**config.mk**
```make
export PLATFORM = sky130hd
export DESIGN_NAME = ssp_strap_pins
export DESIGN_NICKNAME = d
export VERILOG_FILES = /design/src/design/ssp_strap_latch.v /design/src/design/ssp_strap_pins.v
export VERILOG_INCLUDE_DIRS = /design/src /design/src/design
export SDC_FILE = /design/constraint.sdc
export NUM_CORES = 1
export LEC_CHECK = 0
export BUFFER_PORTS_ARGS = -buffer_cell sky130_fd_sc_hd__buf_2
export CAP_MARGIN = 5
export CORE_ASPECT_RATIO = 1.5
export CORE_UTILIZATION = 38
export DETAILED_ROUTE_END_ITERATION = 8
export GPL_TIMING_DRIVEN = 1
export PLACE_DENSITY = 0.83
export RECOVER_POWER = 100
export SYNTH_ARGS = -nofsm -noshare
export SYNTH_HDL_FRONTEND = slang
export SYNTH_HIERARCHICAL = 1
export SYNTH_SLANG_ARGS = --single-unit
```
**constraint.sdc**
```tcl
create_clock -name aclk -period 1.12 [get_ports aclk]
set_input_delay 0.224 -clock aclk [delete_from_list [all_inputs] [get_ports aclk]]
set_output_delay 0.224 -clock aclk [all_outputs]
set_load 0.02 [all_outputs]
```
**src/design/ssp_defines.vh**
```
`ifndef SSP_DEFINES_VH
`define SSP_DEFINES_VH
// Register byte offsets.
`define SSP_CTRL_OFS 4'h0
`define SSP_STRAP_OFS 4'h4
`define SSP_LIVE_OFS 4'h8
// Control register fields.
`define SSP_CTRL_STS_EN 0
`define SSP_CTRL_AUTO_DIS 1
`define SSP_CTRL_RST 32'h00000000
// Strap register fields (read only).
`define SSP_STRAP_GANG 0
`define SSP_STRAP_AUTO 1
`define SSP_STRAP_IFSEL 2
`define SSP_STRAP_PWRMGMT 3
`define SSP_STRAP_VALID 4
// Live status register fields (read only).
`define SSP_LIVE_PERPORT 0
`define SSP_LIVE_GANGED 1
`define SSP_LIVE_SMBUS 2
`define SSP_LIVE_ADDR2 3
`define SSP_LIVE_AUTOACT 4
`define SSP_LIVE_CDP1_BLOCK 5
`define SSP_LIVE_PWRSW 6
// AXI responses.
`define SSP_RESP_OKAY 2'h0
`define SSP_RESP_SLVERR 2'h2
`endif

```
**src/design/ssp_strap_latch.v**
```verilog
`timescale 1ns/1ns
`default_nettype none
module ssp_strap_latch (
   input wire aclk,
   input wire aresetn,
   input wire pin_in,
   output reg strap_value,
   output reg strap_valid
);
   // Capture on the first clock after release, so reset itself only loads constants.
   always @(posedge aclk) begin
      if (!aresetn) begin
         strap_value <= 1'b0;
         strap_valid <= 1'b0;
      end else if (!strap_valid) begin
         strap_value <= pin_in;
         strap_valid <= 1'b1;
      end
   end
endmodule // ssp_strap_latch
`default_nettype wire

```
**src/design/ssp_strap_pins.v**
```verilog
// Functional notes
// - At reset release the gang strap is latched: low means per-port and high ganged power, only with switching on.
// - In SMBus mode the latched gang strap level is used as slave address bit 2.
// - After reset with status output enabled the gang pin shows upstream high-speed connection.
// - At reset release the auto charge strap is latched: low enables auto charge while unconnected, high disables it.
// - While auto charge mode is active, CDP is not offered on downstream port 1.
// - The latched auto charge level is copied into the auto-mode-disable bit at reset release.
// - After reset with status output enabled the auto charge pin shows upstream high-speed suspend.
// - At reset release the interface strap is latched: high is I2C and low is SMBus.
// - At reset release the power management strap is latched: low enables power switching and over-current; no over-current logic in the code.
//
// Added by the designer: the register addresses and the AXI4-Lite interface to the registers.
`timescale 1ns/1ns
`default_nettype none
`include "ssp_defines.vh"
module ssp_strap_pins (
   input wire aclk,
   input wire aresetn,
   input wire [3:0] s_axi_awaddr,
   input wire s_axi_awvalid,
   output wire s_axi_awready,
   input wire [31:0] s_axi_wdata,
   input wire [3:0] s_axi_wstrb,
   input wire s_axi_wvalid,
   output wire s_axi_wready,
   output reg [1:0] s_axi_bresp,
   output reg s_axi_bvalid,
   input wire s_axi_bready,
   input wire [3:0] s_axi_araddr,
   input wire s_axi_arvalid,
   output wire s_axi_arready,
   output reg [31:0] s_axi_rdata,
   output reg [1:0] s_axi_rresp,
   output reg s_axi_rvalid,
   input wire s_axi_rready,
   input wire gang_pin_in,
   output reg gang_pin_out,
   output reg gang_pin_oe,
   input wire auto_pin_in,
   output reg auto_pin_out,
   output reg auto_pin_oe,
   input wire interface_select_strap,
   input wire power_management_strap,
   input wire upstream_highspeed_connected,
   input wire upstream_highspeed_suspended,
   input wire hub_upstream_connected,
   output reg per_port_power,
   output reg ganged_power,
   output reg power_switching_enabled,
   output reg smbus_mode,
   output reg slave_addr_bit2,
   output reg auto_charge_active,
   output reg cdp_port1_blocked
);
   wire [3:0] strap_val;
   wire [3:0] strap_vld;
   wire [3:0] strap_pins;
   wire straps_done;
   wire gang_strap;
   wire auto_charge_strap;
   wire ifsel_strap;
   wire pwrmgmt_strap;
   reg status_output_enable;
   reg auto_charge_disable_bit;
   reg copied_reg;
   reg [3:0] aw_addr_reg;
   reg aw_have_reg;
   reg [31:0] w_data_reg;
   reg [3:0] w_strb_reg;
   reg w_have_reg;
   reg [31:0] rd_word;
   reg [31:0] live_word;

   assign strap_pins = {power_management_strap, interface_select_strap, auto_pin_in, gang_pin_in};

   genvar gi;
   generate
      for (gi = 0; gi < 4; gi = gi + 1) begin : g_strap
         ssp_strap_latch u_latch (
            .aclk(aclk),
            .aresetn(aresetn),
            .pin_in(strap_pins[gi]),
            .strap_value(strap_val[gi]),
            .strap_valid(strap_vld[gi])
         );
      end
   endgenerate

   assign straps_done = &strap_vld;
   assign gang_strap = strap_val[0];
   assign auto_charge_strap = strap_val[1];
   assign ifsel_strap = strap_val[2];
   assign pwrmgmt_strap = strap_val[3];

   // Each write channel is accepted only while it holds no beat of its own and no response waits, so one write is in flight at a time.
   assign s_axi_awready = !aw_have_reg && !s_axi_bvalid;
   assign s_axi_wready = !w_have_reg && !s_axi_bvalid;
   assign s_axi_arready = !s_axi_rvalid;

   always @(posedge aclk) begin
      if (!aresetn) begin
         aw_have_reg <= 1'b0;
         aw_addr_reg <= 4'h0;
         w_have_reg <= 1'b0;
         w_data_reg <= 32'h00000000;
         w_strb_reg <= 4'h0;
         s_axi_bvalid <= 1'b0;
         s_axi_bresp <= `SSP_RESP_OKAY;
      end else begin
         if (s_axi_awvalid && s_axi_awready) begin
            aw_have_reg <= 1'b1;
            aw_addr_reg <= s_axi_awaddr;
         end
         if (s_axi_wvalid && s_axi_wready) begin
            w_have_reg <= 1'b1;
            w_data_reg <= s_axi_wdata;
            w_strb_reg <= s_axi_wstrb;
         end
         if (aw_have_reg && w_have_reg) begin
            aw_have_reg <= 1'b0;
            w_have_reg <= 1'b0;
            s_axi_bvalid <= 1'b1;
            if (aw_addr_reg == `SSP_CTRL_OFS) begin
               s_axi_bresp <= `SSP_RESP_OKAY;
            end else if (aw_addr_reg == `SSP_STRAP_OFS || aw_addr_reg == `SSP_LIVE_OFS) begin
               s_axi_bresp <= `SSP_RESP_OKAY;
            end else begin
               s_axi_bresp <= `SSP_RESP_SLVERR;
            end
         end else if (s_axi_bvalid && s_axi_bready) begin
            s_axi_bvalid <= 1'b0;
         end
      end
   end

   // Software may override the disable bit after the strap copy; the copy happens once per reset.
   always @(posedge aclk) begin
      if (!aresetn) begin
         status_output_enable <= 1'b0;
         auto_charge_disable_bit <= 1'b0;
         copied_reg <= 1'b0;
      end else begin
         if (straps_done && !copied_reg) begin
            copied_reg <= 1'b1;
            auto_charge_disable_bit <= auto_charge_strap;
         end else if (aw_have_reg && w_have_reg && aw_addr_reg == `SSP_CTRL_OFS && w_strb_reg[0]) begin
            auto_charge_disable_bit <= w_data_reg[`SSP_CTRL_AUTO_DIS];
         end
         if (aw_have_reg && w_have_reg && aw_addr_reg == `SSP_CTRL_OFS && w_strb_reg[0]) begin
            status_output_enable <= w_data_reg[`SSP_CTRL_STS_EN];
         end
      end
   end

   always @* begin
      live_word = 32'h00000000;
      live_word[`SSP_LIVE_PERPORT] = per_port_power;
      live_word[`SSP_LIVE_GANGED] = ganged_power;
      live_word[`SSP_LIVE_SMBUS] = smbus_mode;
      live_word[`SSP_LIVE_ADDR2] = slave_addr_bit2;
      live_word[`SSP_LIVE_AUTOACT] = auto_charge_active;
      live_word[`SSP_LIVE_CDP1_BLOCK] = cdp_port1_blocked;
      live_word[`SSP_LIVE_PWRSW] = power_switching_enabled;
      rd_word = 32'h00000000;
      case (s_axi_araddr)
         `SSP_CTRL_OFS: begin
            rd_word[`SSP_CTRL_STS_EN] = status_output_enable;
            rd_word[`SSP_CTRL_AUTO_DIS] = auto_charge_disable_bit;
         end
         `SSP_STRAP_OFS: begin
            rd_word[`SSP_STRAP_GANG] = gang_strap;
            rd_word[`SSP_STRAP_AUTO] = auto_charge_strap;
            rd_word[`SSP_STRAP_IFSEL] = ifsel_strap;
            rd_word[`SSP_STRAP_PWRMGMT] = pwrmgmt_strap;
            rd_word[`SSP_STRAP_VALID] = straps_done;
         end
         `SSP_LIVE_OFS: begin
            rd_word = live_word;
         end
         default: begin
            rd_word = 32'h00000000;
         end
      endcase
   end

   always @(posedge aclk) begin
      if (!aresetn) begin
         s_axi_rvalid <= 1'b0;
         s_axi_rdata <= 32'h00000000;
         s_axi_rresp <= `SSP_RESP_OKAY;
      end else if (s_axi_arvalid && s_axi_arready) begin
         s_axi_rvalid <= 1'b1;
         s_axi_rdata <= rd_word;
         if (s_axi_araddr == `SSP_CTRL_OFS || s_axi_araddr == `SSP_STRAP_OFS || s_axi_araddr == `SSP_LIVE_OFS) begin
            s_axi_rresp <= `SSP_RESP_OKAY;
         end else begin
            s_axi_rresp <= `SSP_RESP_SLVERR;
         end
      end else if (s_axi_rvalid && s_axi_rready) begin
         s_axi_rvalid <= 1'b0;
      end
   end

   // Decoded settings; all idle until every strap has been captured.
   always @(posedge aclk) begin
      if (!aresetn) begin
         per_port_power <= 1'b0;
         ganged_power <= 1'b0;
         power_switching_enabled <= 1'b0;
         smbus_mode <= 1'b0;
         slave_addr_bit2 <= 1'b0;
         auto_charge_active <= 1'b0;
         cdp_port1_blocked <= 1'b0;
         gang_pin_out <= 1'b0;
         gang_pin_oe <= 1'b0;
         auto_pin_out <= 1'b0;
         auto_pin_oe <= 1'b0;
      end else begin
         power_switching_enabled <= straps_done && !pwrmgmt_strap;
         per_port_power <= straps_done && !pwrmgmt_strap && !gang_strap;
         ganged_power <= straps_done && !pwrmgmt_strap && gang_strap;
         smbus_mode <= straps_done && !ifsel_strap;
         slave_addr_bit2 <= straps_done && !ifsel_strap && gang_strap;
         auto_charge_active <= copied_reg && !auto_charge_disable_bit && !hub_upstream_connected;
         cdp_port1_blocked <= copied_reg && !auto_charge_disable_bit && !hub_upstream_connected;
         gang_pin_oe <= straps_done && status_output_enable;
         auto_pin_oe <= straps_done && status_output_enable;
         gang_pin_out <= straps_done && status_output_enable && upstream_highspeed_connected;
         auto_pin_out <= straps_done && status_output_enable && upstream_highspeed_suspended;
      end
   end
endmodule // ssp_strap_pins
`default_nettype wire

```
==> flow_metrics.env, run 1 <==
export IMPL_status="finished, violations left"
export IMPL_failed_checks="setup timing"
export IMPL_cts_path_max_buffers=2
export IMPL_wl_per_cell_um=11.6
export IMPL_areaGrowthSynthToFinish_pct=31.8
export IMPL_fp_dieW_um=56.6
export IMPL_crit_arrival_ps=1040
export IMPL_timing_final_crit_share_pct=113
export IMPL_grt_setup_unrepaired="yes"
export IMPL_finalHoldViolCount=0
export IMPL_power_per_cell_area_mw_per_mm2=1420
export IMPL_syn_cell_area_mm2=0.00170
export IMPL_peakVddDrop_v=0.00104
export IMPL_flip_flop_and_latch_count_after_synthesis=40
export IMPL_clock_tree_htree_level_count=2
export IMPL_fin_ws_ps=-148
export IMPL_finalClockSkew_ps=5.11
export IMPL_edff_count_synth=0
export IMPL_power_leakage_nw=1.05
export IMPL_grt_max_degree=15
export IMPL_clkTransAtPathRegs_ps=80
export IMPL_setup_viol=17
export IMPL_hold_path_class="primary input to flop"
export IMPL_drt_first_pass_iters=4
export IMPL_routed_wl_mm=3.40
export IMPL_finalWorstPathRequiredPeriod_ps=1270
export IMPL_postRouteAntennaNets=0
export IMPL_drt_first_iter_violations=28
export IMPL_timing_critical_path_cells="buf_6 -> buf_6 -> nor2_1 -> buf_4"
export IMPL_crit_path_top_delay_cell="sky130_fd_sc_hd__dfxtp_2"
export IMPL_drv_cap=0
export IMPL_critical_path_endpoint_type="output port"
export IMPL_final_max_slew_viol_count=0
export IMPL_fmax_mhz=789
export IMPL_yosysSeqAreaShare_pct=47.1
export IMPL_reg2reg_depth=6
export IMPL_timing_hold_worst_path_depth=2
export IMPL_via_total_after_detailed_routing=1395
export IMPL_postSynth_topFlopCell="sky130_fd_sc_hd__dfxtp_1"
export IMPL_crit_path_frequent_cell="sky130_fd_sc_hd__buf_6"
export IMPL_gr_total_overflow=0
export IMPL_worst_path_dominant_cell_family="buffers and inverters"
export IMPL_fraction_of_layout_instances_using_a_drive_strength_above_1_pct=36.0
export IMPL_ys_warn_count=6
export IMPL_floorplan_io_pins=110
export IMPL_cts_buffers_inserted=5
export IMPL_finish_net_count=304
export IMPL_slowest_delay_ps=330
export IMPL_syn_instance_count=176
export IMPL_postSynthAreaPerCell_um2=9.67
export IMPL_crit_path_max_fanout=2
export IMPL_clock_sinks=40
export IMPL_registers_top_by_ff_count="s_axi_rdata"
export IMPL_first_global_vias=1274
export IMPL_critPathLaunchType="flop"
export IMPL_estimated_wirelength_of_the_detail_placed_design_mm=2.53
export IMPL_start_util_pct=40.1
export IMPL_die_height_um=84.0
export IMPL_tritoncts="yes"
export IMPL_yosys_cell_types_count=33
export IMPL_timing_critical_path_buf_inv=3
export IMPL_post_layout_total_power_mw=3.19
export IMPL_grt_use_total_pct=14.2
export IMPL_drt_vias_per_instance=4.76
export IMPL_worst_ep_required_time_ps=900
export IMPL_worst_slack_at_placement_ps=-103
export IMPL_clkLatencyLatePin_ps=290
export IMPL_root_buffer_master="sky130_fd_sc_hd__clkbuf_8"
export IMPL_grt_antenna_before_repair=0
export IMPL_largest_register_ffs=7
export IMPL_worstSetupPathType="flop to output port"
export IMPL_io_buffer_count=49
export IMPL_post_route_drc_count=0
export IMPL_antenna_diode_count=0
export IMPL_floorplan_die_area_mm2=0.00476
export IMPL_fp_row_count=29
export IMPL_gp_routability_congestion=0.759
export IMPL_design_core_area_mm2=0.00425
export IMPL_wire_length_of_the_first_global_routing_pass_mm=5.26
export IMPL_async_flop_share_pct=0
export IMPL_count_of_cell_instances_traversed_by_the_critical_path=4
==> path summary, 6_finish.rpt <==
kind | from | to | slack [ps]
worst max-delay path | w_have_reg | s_axi_wready | -150
worst min-delay path | hub_upstream_connected | cdp_port1_blocked | 100
worst max register to register | w_have_reg | w_data_reg[0] | -110
worst min register to register | g_strap[2].u_latch/strap_value | smbus_mode | 460
==> cells in the final DEF (no fill, tap or decap), types with 2 or more instances in the layout <==
master / instances
sky130_fd_sc_hd__dfxtp_1: 35
sky130_fd_sc_hd__conb_1: 27
sky130_fd_sc_hd__buf_2: 25
sky130_fd_sc_hd__nor2_1: 19
sky130_fd_sc_hd__clkbuf_2: 19
sky130_fd_sc_hd__buf_4: 17
sky130_fd_sc_hd__mux2i_1: 13
sky130_fd_sc_hd__a21oi_1: 8
sky130_fd_sc_hd__nor2b_1: 7
sky130_fd_sc_hd__nand2_1: 5
sky130_fd_sc_hd__clkbuf_8: 5
sky130_fd_sc_hd__buf_6: 5
sky130_fd_sc_hd__inv_1: 4
sky130_fd_sc_hd__nand2b_1: 4
sky130_fd_sc_hd__nand3_1: 4
sky130_fd_sc_hd__and3b_1: 4
sky130_fd_sc_hd__nor3b_1: 3
sky130_fd_sc_hd__o21ai_1: 3
sky130_fd_sc_hd__dfxtp_2: 3
sky130_fd_sc_hd__clkbuf_1: 3
sky130_fd_sc_hd__nor3_1: 2
sky130_fd_sc_hd__and2_1: 2
sky130_fd_sc_hd__a32oi_1: 2
sky130_fd_sc_hd__a2bb2oi_1: 2
sky130_fd_sc_hd__a211oi_1: 2
sky130_fd_sc_hd__nand4_1: 2
sky130_fd_sc_hd__o41ai_2: 2
sky130_fd_sc_hd__dfxtp_4: 2
==> cell usage after synthesis (all sizes together), types with 2 or more instances <==
master   instances  share of area [%]
inv              4               0.88
a32oi            2                1.0
clkbuf           4               0.88
o21ai            5                1.5
buf             30                 13
nor2b            7                2.6
nor4b            2                1.4
dfxtp           40                 47
a2bb2oi          2                1.0
nand2b           4                1.5
o41ai            2                1.0
nor2            19                4.2
nand3            4                1.2
a21oi            8                2.4
nor3b            5                2.8
a211oi           2               0.88
nor3             2               0.59
and3b            4                2.1
mux2i           13                7.6
nand2            5                1.1
nand4            2               0.74
and2             2               0.74
==> power by group <==
group,switching (mW),total (mW),internal (mW),leakage (nW)
clock,0.503,1.17,0.671,0.0548
combinational,0.273,0.495,0.222,0.664
sequential,0.0468,1.52,1.48,0.330
==> worst register-to-register path: stages, from the launching register on <==
cell and delay (ps):
sky130_fd_sc_hd__dfxtp_2 330, sky130_fd_sc_hd__buf_6 110, sky130_fd_sc_hd__buf_4 120, sky130_fd_sc_hd__nor3b_2 160
sky130_fd_sc_hd__buf_4 160, sky130_fd_sc_hd__mux2i_1 190, sky130_fd_sc_hd__nor2_1 60
==> cells by family (layout without fill, tap and decap cells) <==
family,after synthesis,after routing,synth area share [%]
AND/OR/NAND/NOR,60,60,21.0
flip-flops,40,40,47.1
other,1,27,0.220
multiplexers,13,13,7.65
buffers and inverters,38,83,14.9
AO/OA/AOI/OAI,24,24,9.27
==> timing repair <==
item | 4_1_cts | 5_1_grt
setup endpoints to repair | 13 | 26
resized for setup | 10 | 14
hold buffers | 0 | 0
setup buffers | 5 | 4
cloned | 0 | 0
pin swaps | 5 | 8
==> metrics by stage <==
step	hold WS, ps	setup TNS [ps]	instance area, um^2	util [%]	cells
global placement	408	-111	2010	47.4	276
floorplan	252	-13.5	1840	-	202
global route	93.2	-2740	2240	52.8	293
detailed placement	402	-193	2010	47.4	276
CTS	79.7	-966	2190	51.6	289
finish	95.9	-1110	2240	52.8	293
==> final cells by class <==
| cell class | instances | area (um^2) |
|---|---|---|
| fill | 388 | 2000 |
| sequential | 40 | 812 |
| multi-input combinational | 124 | 801 |
| timing repair buffer | 71 | 443 |
| clock buffer | 5 | 68.8 |
| tap | 46 | 57.6 |
| clock inverter | 3 | 46.3 |
| inverter | 4 | 15.0 |
==> metal layers <==
layer | wire (um) | share of wire [%] | global-route usage (%)
met2 | 1860 | 55 | 27.4
met1 | 1290 | 38 | 13.5
met3 | 185 | 5.4 | 3.72
met5 | 0 | 0 | 0
met4 | 61 | 1.8 | 6.43
Power figures use the tool's default switching activity.
==> inputs of run 2 (changes only) <==
- CORE_UTILIZATION: 38 -> 40
- clock period: 1.12 -> 1.5 ns (I/O delays scaled with it)
==> run 2 against run 1 <==
Compared with the run above:
- the run now ends clean
- power is 26% lower
- via count fell by 7.5%
- sequential share of layout area is 4.2 points higher
- utilization fell by 3.2 points
- clock skew is 1.1 ps lower
- global-route usage is 0.63 points lower
- critical endpoint is now status_output_enable
- highest routed layer unchanged
==> flow_metrics.env, run 2 (synthesis gave the netlist of run 1 again) <==
export IMPL_fp_row_count=28
export IMPL_drt_vias_per_instance=4.73
export IMPL_post_route_drc_count=0
export IMPL_finish_net_count=285
export IMPL_finalHoldViolCount=0
export IMPL_gr_total_overflow=0
export IMPL_worstSetupPathType="flop to flop"
export IMPL_post_cts_hold_buffer_count=0
export IMPL_finalWorstPathRequiredPeriod_ps=1320
export IMPL_crit_arrival_ps=1490
export IMPL_floorplan_die_area_mm2=0.00452
export IMPL_critPathLaunchType="flop"
export IMPL_areaGrowthSynthToFinish_pct=16.6
export IMPL_tritoncts="yes"
export IMPL_drt_first_pass_iters=6
export IMPL_clock_sinks=40
export IMPL_grt_setup_unrepaired="no"
export IMPL_cts_buffers_inserted=5
export IMPL_grt_use_total_pct=13.6
export IMPL_largest_register_ffs=7
export IMPL_wl_per_cell_um=11.5
export IMPL_fraction_of_layout_instances_using_a_drive_strength_above_1_pct=16.7
export IMPL_worst_slack_at_placement_ps=149
export IMPL_antenna_diode_count=0
export IMPL_fin_ws_ps=181
export IMPL_root_buffer_master="sky130_fd_sc_hd__clkbuf_8"
export IMPL_wire_length_of_the_first_global_routing_pass_mm=4.73
export IMPL_worst_ep_required_time_ps=1670
export IMPL_crit_path_max_fanout=4
export IMPL_grt_max_degree=16
export IMPL_drt_first_iter_violations=19
export IMPL_fin_tns_setup_ps=0
export IMPL_design_core_area_mm2=0.00399
export IMPL_status="finished, final reports clean"
export IMPL_fmax_mhz=758
export IMPL_die_height_um=81.9
export IMPL_post_cts_buffers=0
export IMPL_start_util_pct=42.6
export IMPL_hold_path_class="primary input to flop"
export IMPL_peakVddDrop_v=0.000841
export IMPL_drv_cap=0
export IMPL_layout_commonest_cell="sky130_fd_sc_hd__dfxtp_1"
export IMPL_finalClockSkew_ps=4.01
export IMPL_power_per_cell_area_mw_per_mm2=1190
export IMPL_critical_path_endpoint_type="flop"
export IMPL_clkLatencyLatePin_ps=290
export IMPL_registers_top_by_ff_count="s_axi_rdata"
export IMPL_clock_tree_htree_level_count=2
export IMPL_grt_antenna_before_repair=0
export IMPL_floorplan_io_pins=110
export IMPL_timing_final_crit_share_pct=87.9
export IMPL_routed_wl_mm=3.14
export IMPL_postCtsResizedCells=0
export IMPL_power_leakage_nw=0.855
export IMPL_postRouteAntennaNets=0
export IMPL_r2r_setup_slack_ps=180
export IMPL_first_global_vias=1070
export IMPL_final_max_slew_viol_count=0
export IMPL_setup_viol=0
export IMPL_cts_path_max_buffers=2
export IMPL_via_total_after_detailed_routing=1291
export IMPL_fp_dieW_um=55.3
export IMPL_final_cell_mix="sky130_fd_sc_hd__dfxtp_1, sky130_fd_sc_hd__conb_1, sky130_fd_sc_hd__clkbuf_1, sky130_fd_sc_hd__buf_2, sky130_fd_sc_hd__nor2_1"
export IMPL_clkTransAtPathRegs_ps=70
export IMPL_gp_routability_congestion=0.819
export IMPL_io_buffer_count=49
export IMPL_estimated_wirelength_of_the_detail_placed_design_mm=2.32
export IMPL_maxSlewHeadroom_pct=63.4
export IMPL_worst_slew_pin_transition_ps=548
[run 2: stage by stage]
| step | utilization [%] | instances | area [um^2] | hold slack (ps) | total power [mW] |
|---|---|---|---|---|---|
| 3_5_place_dp | 47.2 | 265 | 1890 | 448 | 1.43 |
| 2_1_floorplan | - | 202 | 1800 | 328 | 1.40 |
| 3_3_place_gp | 47.2 | 265 | 1890 | 443 | 1.43 |
| 6_report | 49.7 | 273 | 1980 | 182 | 2.36 |
| 4_1_cts | 50.4 | 273 | 2010 | 176 | 2.38 |
| 5_1_grt | 49.7 | 273 | 1980 | 173 | 2.45 |
[run 2: cell type report]
type                    count  area [um^2]
clock inverters             1         30.0
fillers                   410         2010
flip-flops and latches     40          801
well taps                  45         56.3
inverters                   4         15.0
multi-input cells         124          753
repair buffers             52          233
clock buffers               7         96.3
[run 2: path summary, 6_finish.rpt]
kind,from,end,cells past startpoint
worst min register to register,g_strap[2].u_latch/strap_value,smbus_mode,1
worst max-delay path,w_strb_reg[0],status_output_enable,3
worst max register to register,w_strb_reg[0],status_output_enable,3
worst min-delay path,hub_upstream_connected,cdp_port1_blocked,2
[run 2: report_power, final]
group / internal [mW] / switching (mW)
logic: 0.0915 / 0.168
clock network: 0.587 / 0.363
registers: 1.10 / 0.0425
[run 2: worst max-delay path, cell delays in order, from the launching register on]
cell and delay, ps:
sky130_fd_sc_hd__dfxtp_1 370, sky130_fd_sc_hd__or3b_1 400, sky130_fd_sc_hd__o41ai_1 320, sky130_fd_sc_hd__a21oi_1 110
[run 2: layer usage]
layer | GRT usage, % | share of wire [%] | up-vias
li1 | - | - | 650
met1 | 14.6 | 40 | 586
met2 | 24.3 | 53 | 51
met3 | 3.62 | 5.3 | 4
met4 | 7.50 | 1.7 | 0
met5 | 0 | 0 | -
